===== config.mk =====
export PLATFORM = sky130hd
export DESIGN_NAME = iepb_bank
export DESIGN_NICKNAME = d
export VERILOG_FILES = /design/src/rtl/iepb_pkg.sv /design/src/rtl/iepb_pri_gate.sv /design/src/rtl/iepb_bank.sv
export SDC_FILE = /design/constraint.sdc
export NUM_CORES = 1
export LEC_CHECK = 0
export CORE_MARGIN = 2
export CORE_UTILIZATION = 65
export CTS_CLUSTER_SIZE = 8
export DETAILED_ROUTE_END_ITERATION = 8
export DONT_BUFFER_PORTS = 1
export PLACE_DENSITY = 0.81
export RECOVER_POWER = 25
export SLEW_MARGIN = 20
export SYNTH_ARGS = -nofsm -noshare
export SYNTH_HDL_FRONTEND = slang
export SYNTH_SLANG_ARGS = --single-unit
export TNS_END_PERCENT = 20

===== constraint.sdc =====
create_clock -name hclk -period 4.7 [get_ports hclk]
set_input_delay 0.705 -clock hclk [delete_from_list [all_inputs] [get_ports hclk]]
set_output_delay 0.705 -clock hclk [all_outputs]
set_load 0.005 [all_outputs]

===== src/rtl/iepb_pkg.sv =====
// Purpose: Constants and carrier types for the interrupt enable and priority bank
// Assumes: 32-bit AHB-Lite data, 16-bit registers in the low half of each word
// Notes: Offsets are byte addresses
package iepb_pkg;
  localparam logic [7:0] IEPB_OFF_EN4 = 8'h00;
  localparam logic [7:0] IEPB_OFF_EN5 = 8'h04;
  localparam logic [7:0] IEPB_OFF_PR0 = 8'h08;
  localparam logic [7:0] IEPB_OFF_PR1 = 8'h0c;
  localparam logic [7:0] IEPB_OFF_PR2 = 8'h10;
  localparam logic [7:0] IEPB_OFF_PR3 = 8'h14;
  localparam int IEPB_NUM_PR = 4;
  // Writable masks; all other bits read zero
  localparam logic [15:0] IEPB_MASK_EN4 = 16'h210e;
  localparam logic [15:0] IEPB_MASK_EN5 = 16'h3ffe;
  localparam logic [15:0] IEPB_MASK_PR0 = 16'h7777;
  localparam logic [15:0] IEPB_MASK_PR1 = 16'h7770;
  localparam logic [15:0] IEPB_MASK_PR2 = 16'h7777;
  localparam logic [15:0] IEPB_MASK_PR3 = 16'h0077;
  localparam logic [15:0] IEPB_RST_EN = 16'h0000;
  localparam logic [15:0] IEPB_RST_PR_ALL = 16'h4444;
  localparam logic [2:0] IEPB_PRI_OFF = 3'h0;
  // Enable bit positions
  localparam int IEPB_B_CHARGE = 13;
  localparam int IEPB_B_LVD = 8;
  localparam int IEPB_B_CRC = 3;
  localparam int IEPB_B_U2ERR = 2;
  localparam int IEPB_B_U1ERR = 1;
  localparam int IEPB_B_CAP9 = 13;
  localparam int IEPB_B_CMP9 = 12;
  localparam int IEPB_B_SPI3EV = 11;
  localparam int IEPB_B_SPI3FT = 10;
  localparam int IEPB_B_U4TX = 9;
  localparam int IEPB_B_U4RX = 8;
  localparam int IEPB_B_U4ERR = 7;
  localparam int IEPB_B_USB = 6;
  localparam int IEPB_B_I2C3M = 5;
  localparam int IEPB_B_I2C3S = 4;
  localparam int IEPB_B_U3TX = 3;
  localparam int IEPB_B_U3RX = 2;
  localparam int IEPB_B_U3ERR = 1;
  // Priority field low bit positions
  localparam int IEPB_F_HI = 12;
  localparam int IEPB_F_MH = 8;
  localparam int IEPB_F_ML = 4;
  localparam int IEPB_F_LO = 0;

  typedef struct packed {
    logic charge_time_irq_enable;
    logic low_voltage_irq_enable;
    logic crc_gen_irq_enable;
    logic uart2_error_irq_enable;
    logic uart1_error_irq_enable;
    logic capture9_irq_enable;
    logic compare9_irq_enable;
    logic spi3_event_irq_enable;
    logic spi3_fault_irq_enable;
    logic uart4_tx_irq_enable;
    logic uart4_rx_irq_enable;
    logic uart4_error_irq_enable;
    logic usb_irq_enable;
    logic i2c3_master_irq_enable;
    logic i2c3_slave_irq_enable;
    logic uart3_tx_irq_enable;
    logic uart3_rx_irq_enable;
    logic uart3_error_irq_enable;
  } iepb_enable_type;

  typedef struct packed {
    logic [2:0] timer1_priority;
    logic [2:0] compare1_priority;
    logic [2:0] capture1_priority;
    logic [2:0] ext_irq0_priority;
    logic [2:0] timer2_priority;
    logic [2:0] compare2_priority;
    logic [2:0] capture2_priority;
    logic [2:0] uart1_rx_priority;
    logic [2:0] spi1_event_priority;
    logic [2:0] spi1_fault_priority;
    logic [2:0] timer3_priority;
    logic [2:0] adc_done_priority;
    logic [2:0] uart1_tx_priority;
  } iepb_priority_type;
endpackage


===== src/rtl/iepb_pri_gate.sv =====
// Purpose: Gates one raw request by its enable bit and priority field
// Assumes: Priority field comes straight from a register
// Notes: Level 0 means the source is off
`timescale 1ns/1ps
`default_nettype none
module iepb_pri_gate
  import iepb_pkg::*;
(
  // Source
  input wire logic req,
  input wire logic enable,
  input wire logic [2:0] prio,
  // Result
  output logic active,
  output logic [2:0] level
);
  // Level maps straight from the field: 001 is 1, 111 is 7
  assign level = prio;
  // Off field beats a set enable
  assign active = req && enable && (prio != IEPB_PRI_OFF);
endmodule // iepb_pri_gate
`default_nettype wire


===== src/rtl/iepb_bank.sv =====
// Purpose: Interrupt enable and priority register bank on AHB-Lite
// Assumes: Single-word transfers; zero-wait-state slave, OKAY always
// Notes: Outputs are registered; gated requests go to the arbiter
//
// Chosen here: the placing of the registers and register access over AHB-Lite.
`timescale 1ns/1ps
`default_nettype none
module iepb_bank
  import iepb_pkg::*;
(
  // Clock and reset
  input wire logic hclk,
  input wire logic hresetn,
  // AHB-Lite slave
  input wire logic hsel,
  input wire logic [31:0] haddr,
  input wire logic [1:0] htrans,
  input wire logic hwrite,
  input wire logic [2:0] hsize,
  input wire logic [31:0] hwdata,
  input wire logic hready,
  output logic [31:0] hrdata,
  output logic hreadyout,
  output logic hresp,
  // Raw requests, same clock, order as the priority struct
  input wire logic [12:0] raw_req,
  // To arbitration
  output iepb_enable_type enables,
  output iepb_priority_type priorities,
  output logic [12:0] req_active,
  output logic [38:0] req_level
);
  logic [15:0] en4_q, en4_d, en5_q, en5_d;
  logic [15:0] pr_q [IEPB_NUM_PR];
  logic [15:0] pr_d [IEPB_NUM_PR];
  logic wr_pend_q, wr_pend_d;
  logic [7:0] wr_addr_q, wr_addr_d;
  logic [31:0] rdata_q, rdata_d;
  logic [12:0] act_q;
  logic [38:0] lvl_q;
  logic [12:0] act_c;
  logic [38:0] lvl_c;
  logic [38:0] pri_flat;
  logic [12:0] en_per_pri;
  logic take;

  function automatic logic [15:0] pr_mask(input int idx);
    case (idx)
      0: pr_mask = IEPB_MASK_PR0;
      1: pr_mask = IEPB_MASK_PR1;
      2: pr_mask = IEPB_MASK_PR2;
      default: pr_mask = IEPB_MASK_PR3;
    endcase
  endfunction

  function automatic logic [15:0] rd_word(input logic [7:0] a, input logic [15:0] e4,
    input logic [15:0] e5, input logic [15:0] p0, input logic [15:0] p1,
    input logic [15:0] p2, input logic [15:0] p3);
    case (a)
      IEPB_OFF_EN4: rd_word = e4;
      IEPB_OFF_EN5: rd_word = e5;
      IEPB_OFF_PR0: rd_word = p0;
      IEPB_OFF_PR1: rd_word = p1;
      IEPB_OFF_PR2: rd_word = p2;
      IEPB_OFF_PR3: rd_word = p3;
      default: rd_word = 16'h0000;
    endcase
  endfunction

  assign take = hsel && hready && htrans[1];

  // Register file next state; writes land the edge after the data phase
  always_comb
  begin
    en4_d = en4_q;
    en5_d = en5_q;
    pr_d = pr_q;
    wr_pend_d = take && hwrite;
    wr_addr_d = haddr[7:0];
    rdata_d = rdata_q;
    if (wr_pend_q)
    begin
      case (wr_addr_q)
        IEPB_OFF_EN4: en4_d = hwdata[15:0] & IEPB_MASK_EN4;
        IEPB_OFF_EN5: en5_d = hwdata[15:0] & IEPB_MASK_EN5;
        IEPB_OFF_PR0: pr_d[0] = hwdata[15:0] & pr_mask(0);
        IEPB_OFF_PR1: pr_d[1] = hwdata[15:0] & pr_mask(1);
        IEPB_OFF_PR2: pr_d[2] = hwdata[15:0] & pr_mask(2);
        IEPB_OFF_PR3: pr_d[3] = hwdata[15:0] & pr_mask(3);
        default: ;
      endcase
    end
    // Read sees the value after any write pending in this cycle
    if (take && !hwrite)
    begin
      rdata_d = {16'h0000, rd_word(haddr[7:0], en4_d, en5_d, pr_d[0], pr_d[1],
        pr_d[2], pr_d[3])};
    end
  end

  always_ff @(posedge hclk or negedge hresetn)
  begin
    if (!hresetn)
    begin
      en4_q <= IEPB_RST_EN;
      en5_q <= IEPB_RST_EN;
      for (int i = 0; i < IEPB_NUM_PR; i++)
      begin
        pr_q[i] <= IEPB_RST_PR_ALL & pr_mask(i);
      end
      wr_pend_q <= 1'b0;
      wr_addr_q <= 8'h00;
      rdata_q <= 32'h0000_0000;
    end
    else
    begin
      en4_q <= en4_d;
      en5_q <= en5_d;
      pr_q <= pr_d;
      wr_pend_q <= wr_pend_d;
      wr_addr_q <= wr_addr_d;
      rdata_q <= rdata_d;
    end
  end

  // Zero wait states: hready_out and response come from flops; hready_out is low in reset, then always 1
  always_ff @(posedge hclk or negedge hresetn)
  begin
    if (!hresetn)
    begin
      hreadyout <= 1'b0;
      hresp <= 1'b0;
    end
    else
    begin
      hreadyout <= 1'b1;
      hresp <= 1'b0;
    end
  end
  assign hrdata = rdata_q;

  a_en4_write: assert property (@(posedge hclk) disable iff (!hresetn)
    wr_pend_q && (wr_addr_q == IEPB_OFF_EN4) |=>
      (en4_q == ($past(hwdata[15:0]) & IEPB_MASK_EN4)))
    else $error("Enable 4 write lost");
  a_pr0_write: assert property (@(posedge hclk) disable iff (!hresetn)
    wr_pend_q && (wr_addr_q == IEPB_OFF_PR0) |=>
      (pr_q[0] == ($past(hwdata[15:0]) & IEPB_MASK_PR0)))
    else $error("Priority 0 write lost");
  a_pr1_write: assert property (@(posedge hclk) disable iff (!hresetn)
    wr_pend_q && (wr_addr_q == IEPB_OFF_PR1) |=>
      (pr_q[1] == ($past(hwdata[15:0]) & IEPB_MASK_PR1)))
    else $error("Priority 1 write lost");
  a_pr2_write: assert property (@(posedge hclk) disable iff (!hresetn)
    wr_pend_q && (wr_addr_q == IEPB_OFF_PR2) |=>
      (pr_q[2] == ($past(hwdata[15:0]) & IEPB_MASK_PR2)))
    else $error("Priority 2 write lost");
  a_pr3_write: assert property (@(posedge hclk) disable iff (!hresetn)
    wr_pend_q && (wr_addr_q == IEPB_OFF_PR3) |=>
      (pr_q[3] == ($past(hwdata[15:0]) & IEPB_MASK_PR3)))
    else $error("Priority 3 write lost");
  a_hold_idle: assert property (@(posedge hclk) disable iff (!hresetn)
    !wr_pend_q |=> $stable(en4_q) && $stable(en5_q) && $stable(pr_q[0]) && $stable(pr_q[3]))
    else $error("Register changed without write");
  a_read_en4: assert property (@(posedge hclk) disable iff (!hresetn)
    take && !hwrite && (haddr[7:0] == IEPB_OFF_EN4) && !wr_pend_q |=>
      (hrdata == {16'h0000, en4_q}))
    else $error("Enable read mismatch");
  a_read_unmapped: assert property (@(posedge hclk) disable iff (!hresetn)
    take && !hwrite && (haddr[7:0] > IEPB_OFF_PR3) |=> (hrdata == 32'h0000_0000))
    else $error("Unmapped read not zero");

  // Field placement into the carrier
  assign enables = '{
    charge_time_irq_enable: en4_q[IEPB_B_CHARGE],
    low_voltage_irq_enable: en4_q[IEPB_B_LVD],
    crc_gen_irq_enable: en4_q[IEPB_B_CRC],
    uart2_error_irq_enable: en4_q[IEPB_B_U2ERR],
    uart1_error_irq_enable: en4_q[IEPB_B_U1ERR],
    capture9_irq_enable: en5_q[IEPB_B_CAP9],
    compare9_irq_enable: en5_q[IEPB_B_CMP9],
    spi3_event_irq_enable: en5_q[IEPB_B_SPI3EV],
    spi3_fault_irq_enable: en5_q[IEPB_B_SPI3FT],
    uart4_tx_irq_enable: en5_q[IEPB_B_U4TX],
    uart4_rx_irq_enable: en5_q[IEPB_B_U4RX],
    uart4_error_irq_enable: en5_q[IEPB_B_U4ERR],
    usb_irq_enable: en5_q[IEPB_B_USB],
    i2c3_master_irq_enable: en5_q[IEPB_B_I2C3M],
    i2c3_slave_irq_enable: en5_q[IEPB_B_I2C3S],
    uart3_tx_irq_enable: en5_q[IEPB_B_U3TX],
    uart3_rx_irq_enable: en5_q[IEPB_B_U3RX],
    uart3_error_irq_enable: en5_q[IEPB_B_U3ERR]
  };

  assign priorities = '{
    timer1_priority: pr_q[0][IEPB_F_HI +: 3],
    compare1_priority: pr_q[0][IEPB_F_MH +: 3],
    capture1_priority: pr_q[0][IEPB_F_ML +: 3],
    ext_irq0_priority: pr_q[0][IEPB_F_LO +: 3],
    timer2_priority: pr_q[1][IEPB_F_HI +: 3],
    compare2_priority: pr_q[1][IEPB_F_MH +: 3],
    capture2_priority: pr_q[1][IEPB_F_ML +: 3],
    uart1_rx_priority: pr_q[2][IEPB_F_HI +: 3],
    spi1_event_priority: pr_q[2][IEPB_F_MH +: 3],
    spi1_fault_priority: pr_q[2][IEPB_F_ML +: 3],
    timer3_priority: pr_q[2][IEPB_F_LO +: 3],
    adc_done_priority: pr_q[3][IEPB_F_ML +: 3],
    uart1_tx_priority: pr_q[3][IEPB_F_LO +: 3]
  };

  a_en5_map: assert property (@(posedge hclk) disable iff (!hresetn)
    (enables.capture9_irq_enable == en5_q[13]) && (enables.spi3_fault_irq_enable == en5_q[10])
      && (enables.usb_irq_enable == en5_q[6]) && (enables.uart3_error_irq_enable == en5_q[1]))
    else $error("Enable 5 map wrong");
  a_pr_map: assert property (@(posedge hclk) disable iff (!hresetn)
    (priorities.timer1_priority == pr_q[0][14:12])
      && (priorities.ext_irq0_priority == pr_q[0][2:0])
      && (priorities.capture2_priority == pr_q[1][6:4])
      && (priorities.timer3_priority == pr_q[2][2:0])
      && (priorities.adc_done_priority == pr_q[3][6:4]))
    else $error("Priority map wrong");

  // Prioritised sources have no enable bit in this bank; enables live elsewhere
  assign en_per_pri = '1;
  assign pri_flat = priorities;

  generate
    for (genvar g = 0; g < 13; g++)
    begin : g_gate
      iepb_pri_gate u_gate (
        .req(raw_req[g]),
        .enable(en_per_pri[g]),
        .prio(pri_flat[g*3 +: 3]),
        .active(act_c[g]),
        .level(lvl_c[g*3 +: 3])
      );
    end
  endgenerate

  // Registered so every output leaves a flop; costs one cycle of request latency
  always_ff @(posedge hclk or negedge hresetn)
  begin
    if (!hresetn)
    begin
      act_q <= 13'h0000;
      lvl_q <= 39'h00_0000_0000;
    end
    else
    begin
      act_q <= act_c;
      lvl_q <= lvl_c;
    end
  end
  assign req_active = act_q;
  assign req_level = lvl_q;

  a_reserved_zero: assert property (@(posedge hclk) disable iff (!hresetn)
    ((en4_q & ~IEPB_MASK_EN4) == 16'h0000) && ((pr_q[3] & ~IEPB_MASK_PR3) == 16'h0000))
    else $error("Unimplemented bit set");
  a_reserved_rest: assert property (@(posedge hclk) disable iff (!hresetn)
    ((en5_q & ~IEPB_MASK_EN5) == 16'h0000) && ((pr_q[0] & ~IEPB_MASK_PR0) == 16'h0000)
      && ((pr_q[1] & ~IEPB_MASK_PR1) == 16'h0000) && ((pr_q[2] & ~IEPB_MASK_PR2) == 16'h0000))
    else $error("Unimplemented priority bit set");
  a_write_lands: assert property (@(posedge hclk) disable iff (!hresetn)
    wr_pend_q && (wr_addr_q == IEPB_OFF_EN5) |=>
      (en5_q == ($past(hwdata[15:0]) & IEPB_MASK_EN5)))
    else $error("Enable write not applied");
  a_off_blocks: assert property (@(posedge hclk) disable iff (!hresetn)
    (pri_flat[2:0] == IEPB_PRI_OFF) |=> !act_q[0])
    else $error("Disabled source active");
  a_gate_quiet: assert property (@(posedge hclk) disable iff (!hresetn)
    !raw_req[5] |=> !act_q[5])
    else $error("Quiet source active");
  a_level_passes: assert property (@(posedge hclk) disable iff (!hresetn)
    raw_req[12] && (pri_flat[38:36] != IEPB_PRI_OFF) |=>
      act_q[12] && (lvl_q[38:36] == $past(pri_flat[38:36])))
    else $error("Active level wrong");
  // Gated on the previous reset level so the reset-cleared levels are not compared
  a_level_all: assert property (@(posedge hclk) disable iff (!hresetn)
    $past(hresetn) |-> (lvl_q == $past(pri_flat)))
    else $error("Level does not follow field");
  a_read_back: assert property (@(posedge hclk) disable iff (!hresetn)
    take && !hwrite && (haddr[7:0] == IEPB_OFF_PR1) && !wr_pend_q |=>
      (hrdata == {16'h0000, pr_q[1]}))
    else $error("Read data mismatch");
  a_pr1_nibble: assert property (@(posedge hclk) disable iff (!hresetn)
    (pr_q[1][3:0] == 4'h0) && (pr_q[0][15] == 1'b0) && (pr_q[2][11] == 1'b0))
    else $error("Priority gap bit set");
  a_en4_map: assert property (@(posedge hclk) disable iff (!hresetn)
    enables.low_voltage_irq_enable == en4_q[8] && enables.charge_time_irq_enable == en4_q[13])
    else $error("Enable map wrong");
  a_reset_pri: assert property (@(posedge hclk)
    $rose(hresetn) |-> (pr_q[2] == 16'h4444) && (en5_q == 16'h0000))
    else $error("Reset value wrong");
  a_reset_rest: assert property (@(posedge hclk)
    $rose(hresetn) |-> (en4_q == 16'h0000) && (pr_q[0] == 16'h4444) && (pr_q[1] == 16'h4440)
      && (pr_q[3] == 16'h0044))
    else $error("Reset value of other registers wrong");
endmodule // iepb_bank
`default_nettype wire


==> metrics.cfg, run 1 <==
[routing]
wirelength_mm = 14.9
vias = 3822
via_per_inst = 6.20
wl_per_cell_um = 24.2
final_antenna_net_count = 0
dr.pass1.iters = 4
drt_iter0_markers = 327
drc = 0

[critical_path]
ff2ff_path_depth = 7
r2r_start = wr_addr_q[4]
r2r_slack_ns = 1.67
worstSetupPathType = reg2reg
cp.required_ns = 5.10
endpoint_kind = flop
cp.arrival_ns = 3.43
worstReg2RegEnd = hrdata[2]
worstPathMaxFanout = 12
start_kind = flop

[power]
power_switching_uw = 669
switching_share = 0.226
fin_total_pwr_uw = 2960
pwr-share-comb = 0.025
power_frac_clock = 0.439
p_leak_uw = 0.00320
power.internal_uw = 2290
power.density_nw_per_um2 = 413
p_seq_frac = 0.536
ir_drop_mv = 0.214

[final_layout]
layout.cells.most_common = dfrtp_1
layout_common_cells = dfrtp_1 (161), mux2_2 (57), and2_1 (31)
fin_cells = 616
insertedDiodeCount = 0
layout.nets = 554
syn2layout_area_growth_pct = 2.76
layout-drive-gt1-share = 0.208
fill_cells = 687

[global_route]
track_usage = 0.271
grt_overflow_total = 0
grt_start_max_net_pins = 162
grt_pass1_wl_mm = 22.8
grt_antenna_before_repair = 0
grt_pass1_vias = 4063

[clocking]
clk_pin_slew_ns = 0.07
root_buffer = clkbuf_8
htree_levels = 4
cts_sinks = 174
cts_tree = done
cts_inserted_buffers = 17
worstSkewPairLatency_ns = 0.53
ctsLongestPathBuffers = 2

[floorplan]
dieArea_um2 = 11600
die_y_um = 108
io_pins = 230
core_region_area_um2 = 10400
die_w_um = 108
start_util = 0.673
placementRows = 37

[synth]
avgSynthCellArea_um2 = 13.4
netlist_instances = 521
yosysWarnings = 0
syn_area_um2 = 6980
synth.distinct_cells = 42
ys_ff_latch = 174
ys_seq_area_frac = 0.627

[sta]
finalMaxSlewViolations = 0
setup_viol = 0
rsz0062_at_grt = false
hold_viol = 0
fin_crit_sh = 0.644
fmax_ghz = 0.330
relSlewSlack = 0.306
tns_ns = 0
fin_skew_ns = 0.00918
fin_crit_ns = 3.03
tightest_slew_ns = 1.04

[hold_path]
hp-class = in2async

[place]
port_buffers = 0
dp_cells = 582
finalWeightedCongestion = 0.769
dp_hpwl_mm = 9.19

[run]
drv_cap = 0

[outcome]
status = finished clean

==> synthesized netlist by cell type <==
cell	n	area, µm²
nand4b_1	1	8.76
o21ai_0	6	30.0
o211ai_1	3	22.5
a31oi_1	5	31.3
and4_1	2	17.5
and3_1	4	25.0
nor4_1	3	18.8
nor2b_2	1	8.76
and3b_1	2	17.5
o21ai_1	1	5.00
nor2_1	6	22.5
clkbuf_1	16	60.1
buf_6	2	22.5
dfstp_2	13	342
nor3b_4	2	37.5
and4b_1	1	10.0
nand2_1	25	93.8
a222oi_1	4	40.0
and2_1	31	194
or2_2	1	6.26
or4_4	1	11.3
a221o_1	1	10.0
nor3_1	2	10.0
a221oi_1	3	26.3
mux2_2	57	642
a22oi_1	20	150
nor4b_2	1	15.0
buf_2	3	15.0
nand3_1	12	60.1
buf_4	74	556
conb_1	2	7.51
a22o_1	12	105
a211oi_2	1	12.5
o31a_1	13	114
and4bb_2	1	12.5
nor2b_1	14	87.6
a21oi_1	6	30.0
nor4b_1	1	8.76
nor4bb_1	3	30.0
and2b_1	1	7.51
a21o_1	3	22.5
dfrtp_1	161	4030
==> timing repair <==
item,CTS,global route
setup buffers,0,0
hold buffers,2,0
gates resized for setup,0,0
hold endpoints to repair,161,0
setup endpoints to repair,0,0
==> per-stage QoR <==
stage          setup slack (ns)   util  cell area (µm²)  hold slack, ns
3_3_place_gp               1.68  0.635             6580           0.414
4_1_cts                    1.71  0.691             7170           0.172
5_1_grt                    1.53  0.691             7170           0.166
2_1_floorplan              2.39      -             7040           0.391
3_5_place_dp               1.64  0.635             6580           0.413
6_report                   1.67  0.691             7170           0.162
==> layout make-up <==
cell class	instances	area, µm²	area share
flip-flops and latches	174	4370	0.610
well taps	136	170	0.0237
clock buffers	20	435	0.0607
repair buffers	6	67.6	0.00943
multi-input cells	268	2010	0.281
clock inverters	12	113	0.0157
==> metal layers <==
metal  global-route usage  vias to the layer above  part of all wire
met4               0.0870                        0             0.014
met5                    0                        -                 0
li1                     -                     1640                 -
met1                0.347                     1984              0.40
met2                0.433                      174              0.49
met3               0.0969                       24             0.089
==> power by group through the flow <==
| stage | clock network (µW) | registers (µW) | logic [µW] |
|---|---|---|---|
| floorplan | 0 | 1600 | 74.8 |
| global placement | 0 | 1620 | 40.3 |
| detailed placement | 0 | 1620 | 42.6 |
| CTS | 1310 | 1590 | 75.5 |
| global route | 1380 | 1590 | 84.8 |
| finish | 1300 | 1590 | 74.1 |
==> state kept, by name, indices dropped and copies added (netlist names) <==
signal	cells
en5_q	16
wr_addr_q	8
pr_q	25
en4_q	16
wr_pend_q	1
req_level	39
hreadyout	1
hrdata	16
req_active	13
priorities	39
==> worst max-delay path by stage <==
stage | startpoint | endpoint | slack [ns] | depth (start not counted)
3_3_place_gp | haddr[3] | hrdata[5] | 1.68 | 6
6_report | wr_addr_q[4] | hrdata[2] | 1.67 | 7
3_5_place_dp | haddr[3] | hrdata[5] | 1.64 | 6
4_1_cts | wr_addr_q[4] | hrdata[2] | 1.71 | 7
2_1_floorplan | haddr[3] | hrdata[8] | 2.39 | 8
5_1_grt | wr_addr_q[4] | hrdata[2] | 1.53 | 7
==> worst max-delay path, cell delays in order (launching register included) <==
cell and delay [ns]:
dfrtp_1 0.39, or4_4 0.58, nor3b_4 0.75, buf_4 0.34, mux2_2 0.36, nand2_1 0.06
nor4bb_1 0.29, o21ai_0 0.11
==> cells by family after synthesis <==
kind of cell,count (synthesis),share of synthesized area
buffers and inverters,95,0.0936
flip-flops,174,0.627
multiplexers,57,0.0920
other,2,0.00108
AO/OA/AOI/OAI,78,0.0859
AND/OR/NAND/NOR,115,0.101
No activity file was read; power rests on OpenSTA's default activity.
==> inputs of run 2 (changes only) <==
--- a/config.mk
+++ b/config.mk
@@ -6,11 +6,11 @@
 export NUM_CORES = 1
 export LEC_CHECK = 0
 export CORE_MARGIN = 2
-export CORE_UTILIZATION = 65
+export CORE_UTILIZATION = 57
 export CTS_CLUSTER_SIZE = 8
 export DETAILED_ROUTE_END_ITERATION = 8
 export DONT_BUFFER_PORTS = 1
-export PLACE_DENSITY = 0.81
+export PLACE_DENSITY = 0.75
 export RECOVER_POWER = 25
 export SLEW_MARGIN = 20
 export SYNTH_ARGS = -nofsm -noshare
==> constraint.sdc (replaced) <==
create_clock -name hclk -period 2.75 [get_ports hclk]
set_input_delay 0.4125 -clock hclk [delete_from_list [all_inputs] [get_ports hclk]]
set_output_delay 0.4125 -clock hclk [all_outputs]
set_load 0.005 [all_outputs]
==> run 2 against run 1 <==
Effect of this change:
- the run now ends with negative hold slack left
- sequential share of layout area decreased by 2.5 points
- largest power group unchanged
- non-clock buffer count up 27
- first-iteration DRC count rose by 13%
- core utilization is 6.7 points lower
- highest routed layer unchanged
==> metrics.cfg, run 2 (synthesis gave the netlist of run 1 again) <==
[final_layout]
layout.cells.most_common = dfrtp_1
post-route-util = 0.624
syn2layout_area_growth_pct = 7.07
layout.nets = 581
layout_common_cells = dfrtp_1 (161), mux2_2 (57), and2_1 (31)
insertedDiodeCount = 0
layout-drive-gt1-share = 0.264

[sta]
setup_viol = 0
worst_hold_slack_ns = -0.311
relSlewSlack = 0.533
fmax_ghz = 0.377
rsz0062_at_grt = false
finalMaxSlewViolations = 0
fin_crit_ns = 2.65
tns_ns = 0
fin_crit_sh = 0.963
fin_skew_ns = 0.00518
tightest_slew_ns = 0.700
hold_viol = 174

[routing]
final_antenna_net_count = 0
wl_per_cell_um = 22.7
drc = 0
vias = 3904
drt_iter0_markers = 369
wirelength_mm = 14.9
dr.pass1.iters = 5
via_per_inst = 5.97

[power]
power.density_nw_per_um2 = 710
ir_drop_mv = 0.401
p_seq_frac = 0.512
power_frac_clock = 0.472
power.internal_uw = 4260
power_switching_uw = 1050
switching_share = 0.197
pwr-share-comb = 0.016
p_leak_uw = 0.00337

[run]
drv_cap = 0

[hold_path]
hp-class = in2async

[clocking]
cts_tree = done
clk_pin_slew_ns = 0.06
htree_levels = 4
cts_sinks = 174
cts_inserted_buffers = 17
worstSkewPairLatency_ns = 0.42
ctsLongestPathBuffers = 2
root_buffer = clkbuf_16

[critical_path]
r2r_start = wr_addr_q[4]
cp.required_ns = 3.03
endpoint_kind = flop
worstPathMaxFanout = 7
cp.arrival_ns = 2.93
worstSetupPathType = reg2reg
start_kind = flop
worstReg2RegEnd = hrdata[3]
critical_path.startpoint = wr_addr_q[4]
r2r_slack_ns = 0.10
ff2ff_path_depth = 7

[place]
port_buffers = 0
dp_hpwl_mm = 9.85
finalWeightedCongestion = 0.831

[floorplan]
placementRows = 40
dieArea_um2 = 13100
die_y_um = 115
io_pins = 230
core_region_area_um2 = 12000
die_w_um = 115
start_util = 0.583

[global_route]
track_usage = 0.234
grt_pass1_wl_mm = 22.5
grt_pass1_vias = 3935
grt_antenna_before_repair = 0
grt_overflow_total = 0
grt_start_max_net_pins = 175

[outcome]
status = complete, but fails checks
violations = negative hold slack

run 2: per-layer routing:
layer,wire length (µm),vias up,track usage
met1,6280,2030,0.314
met3,1230,19,0.0873
li1,-,1688,-
met4,172,0,0.0789
met5,0,-,0
met2,7170,167,0.355
run 2: worst max-delay path by stage:
stage	to	slack (ns)	cells after the start
final	hrdata[3]	0.10	7
after global routing	hrdata[3]	0.01	7
after CTS	hrdata[3]	0.02	7
after detailed placement	hrdata[3]	0.20	7
after global placement	hrdata[3]	0.22	7
after floorplan	hrdata[10]	0.46	7
run 2: final cells by class:
| class | count | area [µm²] |
|---|---|---|
| clock inverter | 11 | 164 |
| clock buffer | 21 | 460 |
| timing repair buffer | 33 | 272 |
| tap | 147 | 184 |
| multi-input combinational | 268 | 2020 |
| fill | 871 | 4490 |
| sequential | 174 | 4370 |
run 2: power by group through the flow:
stage	Sequential [µW]	Combinational, µW	Clock (µW)
after detailed placement	2760	73.4	0
after CTS	2720	80.8	2540
after global routing	2730	93.3	2660
final	2720	84.9	2500
after floorplan	2740	128	0
after global placement	2760	70.2	0
run 2: through the flow:
stage,hold WS (ns),std cells,total power [µW],setup WS (ns),area (µm²)
3_3_place_gp,0.121,613,2830,0.224,6750
6_report,-0.311,654,5310,0.100,7470
4_1_cts,-0.333,651,5330,0.0186,7440
3_5_place_dp,0.121,613,2840,0.204,6750
5_1_grt,-0.348,654,5480,0.0124,7470
2_1_floorplan,0.117,537,2870,0.456,7040
run 2: critical path, cell delays in order, from the launching register on:
cell and delay, ns:
dfrtp_1 0.40, or4_4 0.59, nor3b_4 0.21, buf_4 0.22
mux2_2 0.36, a22o_1 0.23, nor4bb_2 0.35, o21ai_0 0.15
run 2: what timing repair did:
| action | in CTS | in global routing |
|---|---|---|
| setup buffers | 0 | 1 |
| gates resized for setup | 1 | 1 |
| pin swaps | 0 | 1 |
| cloned | 0 | 0 |
| endpoints found under the hold margin | 180 | 176 |
| hold buffers | 6 | 2 |
| setup endpoints to repair | 1 | 1 |
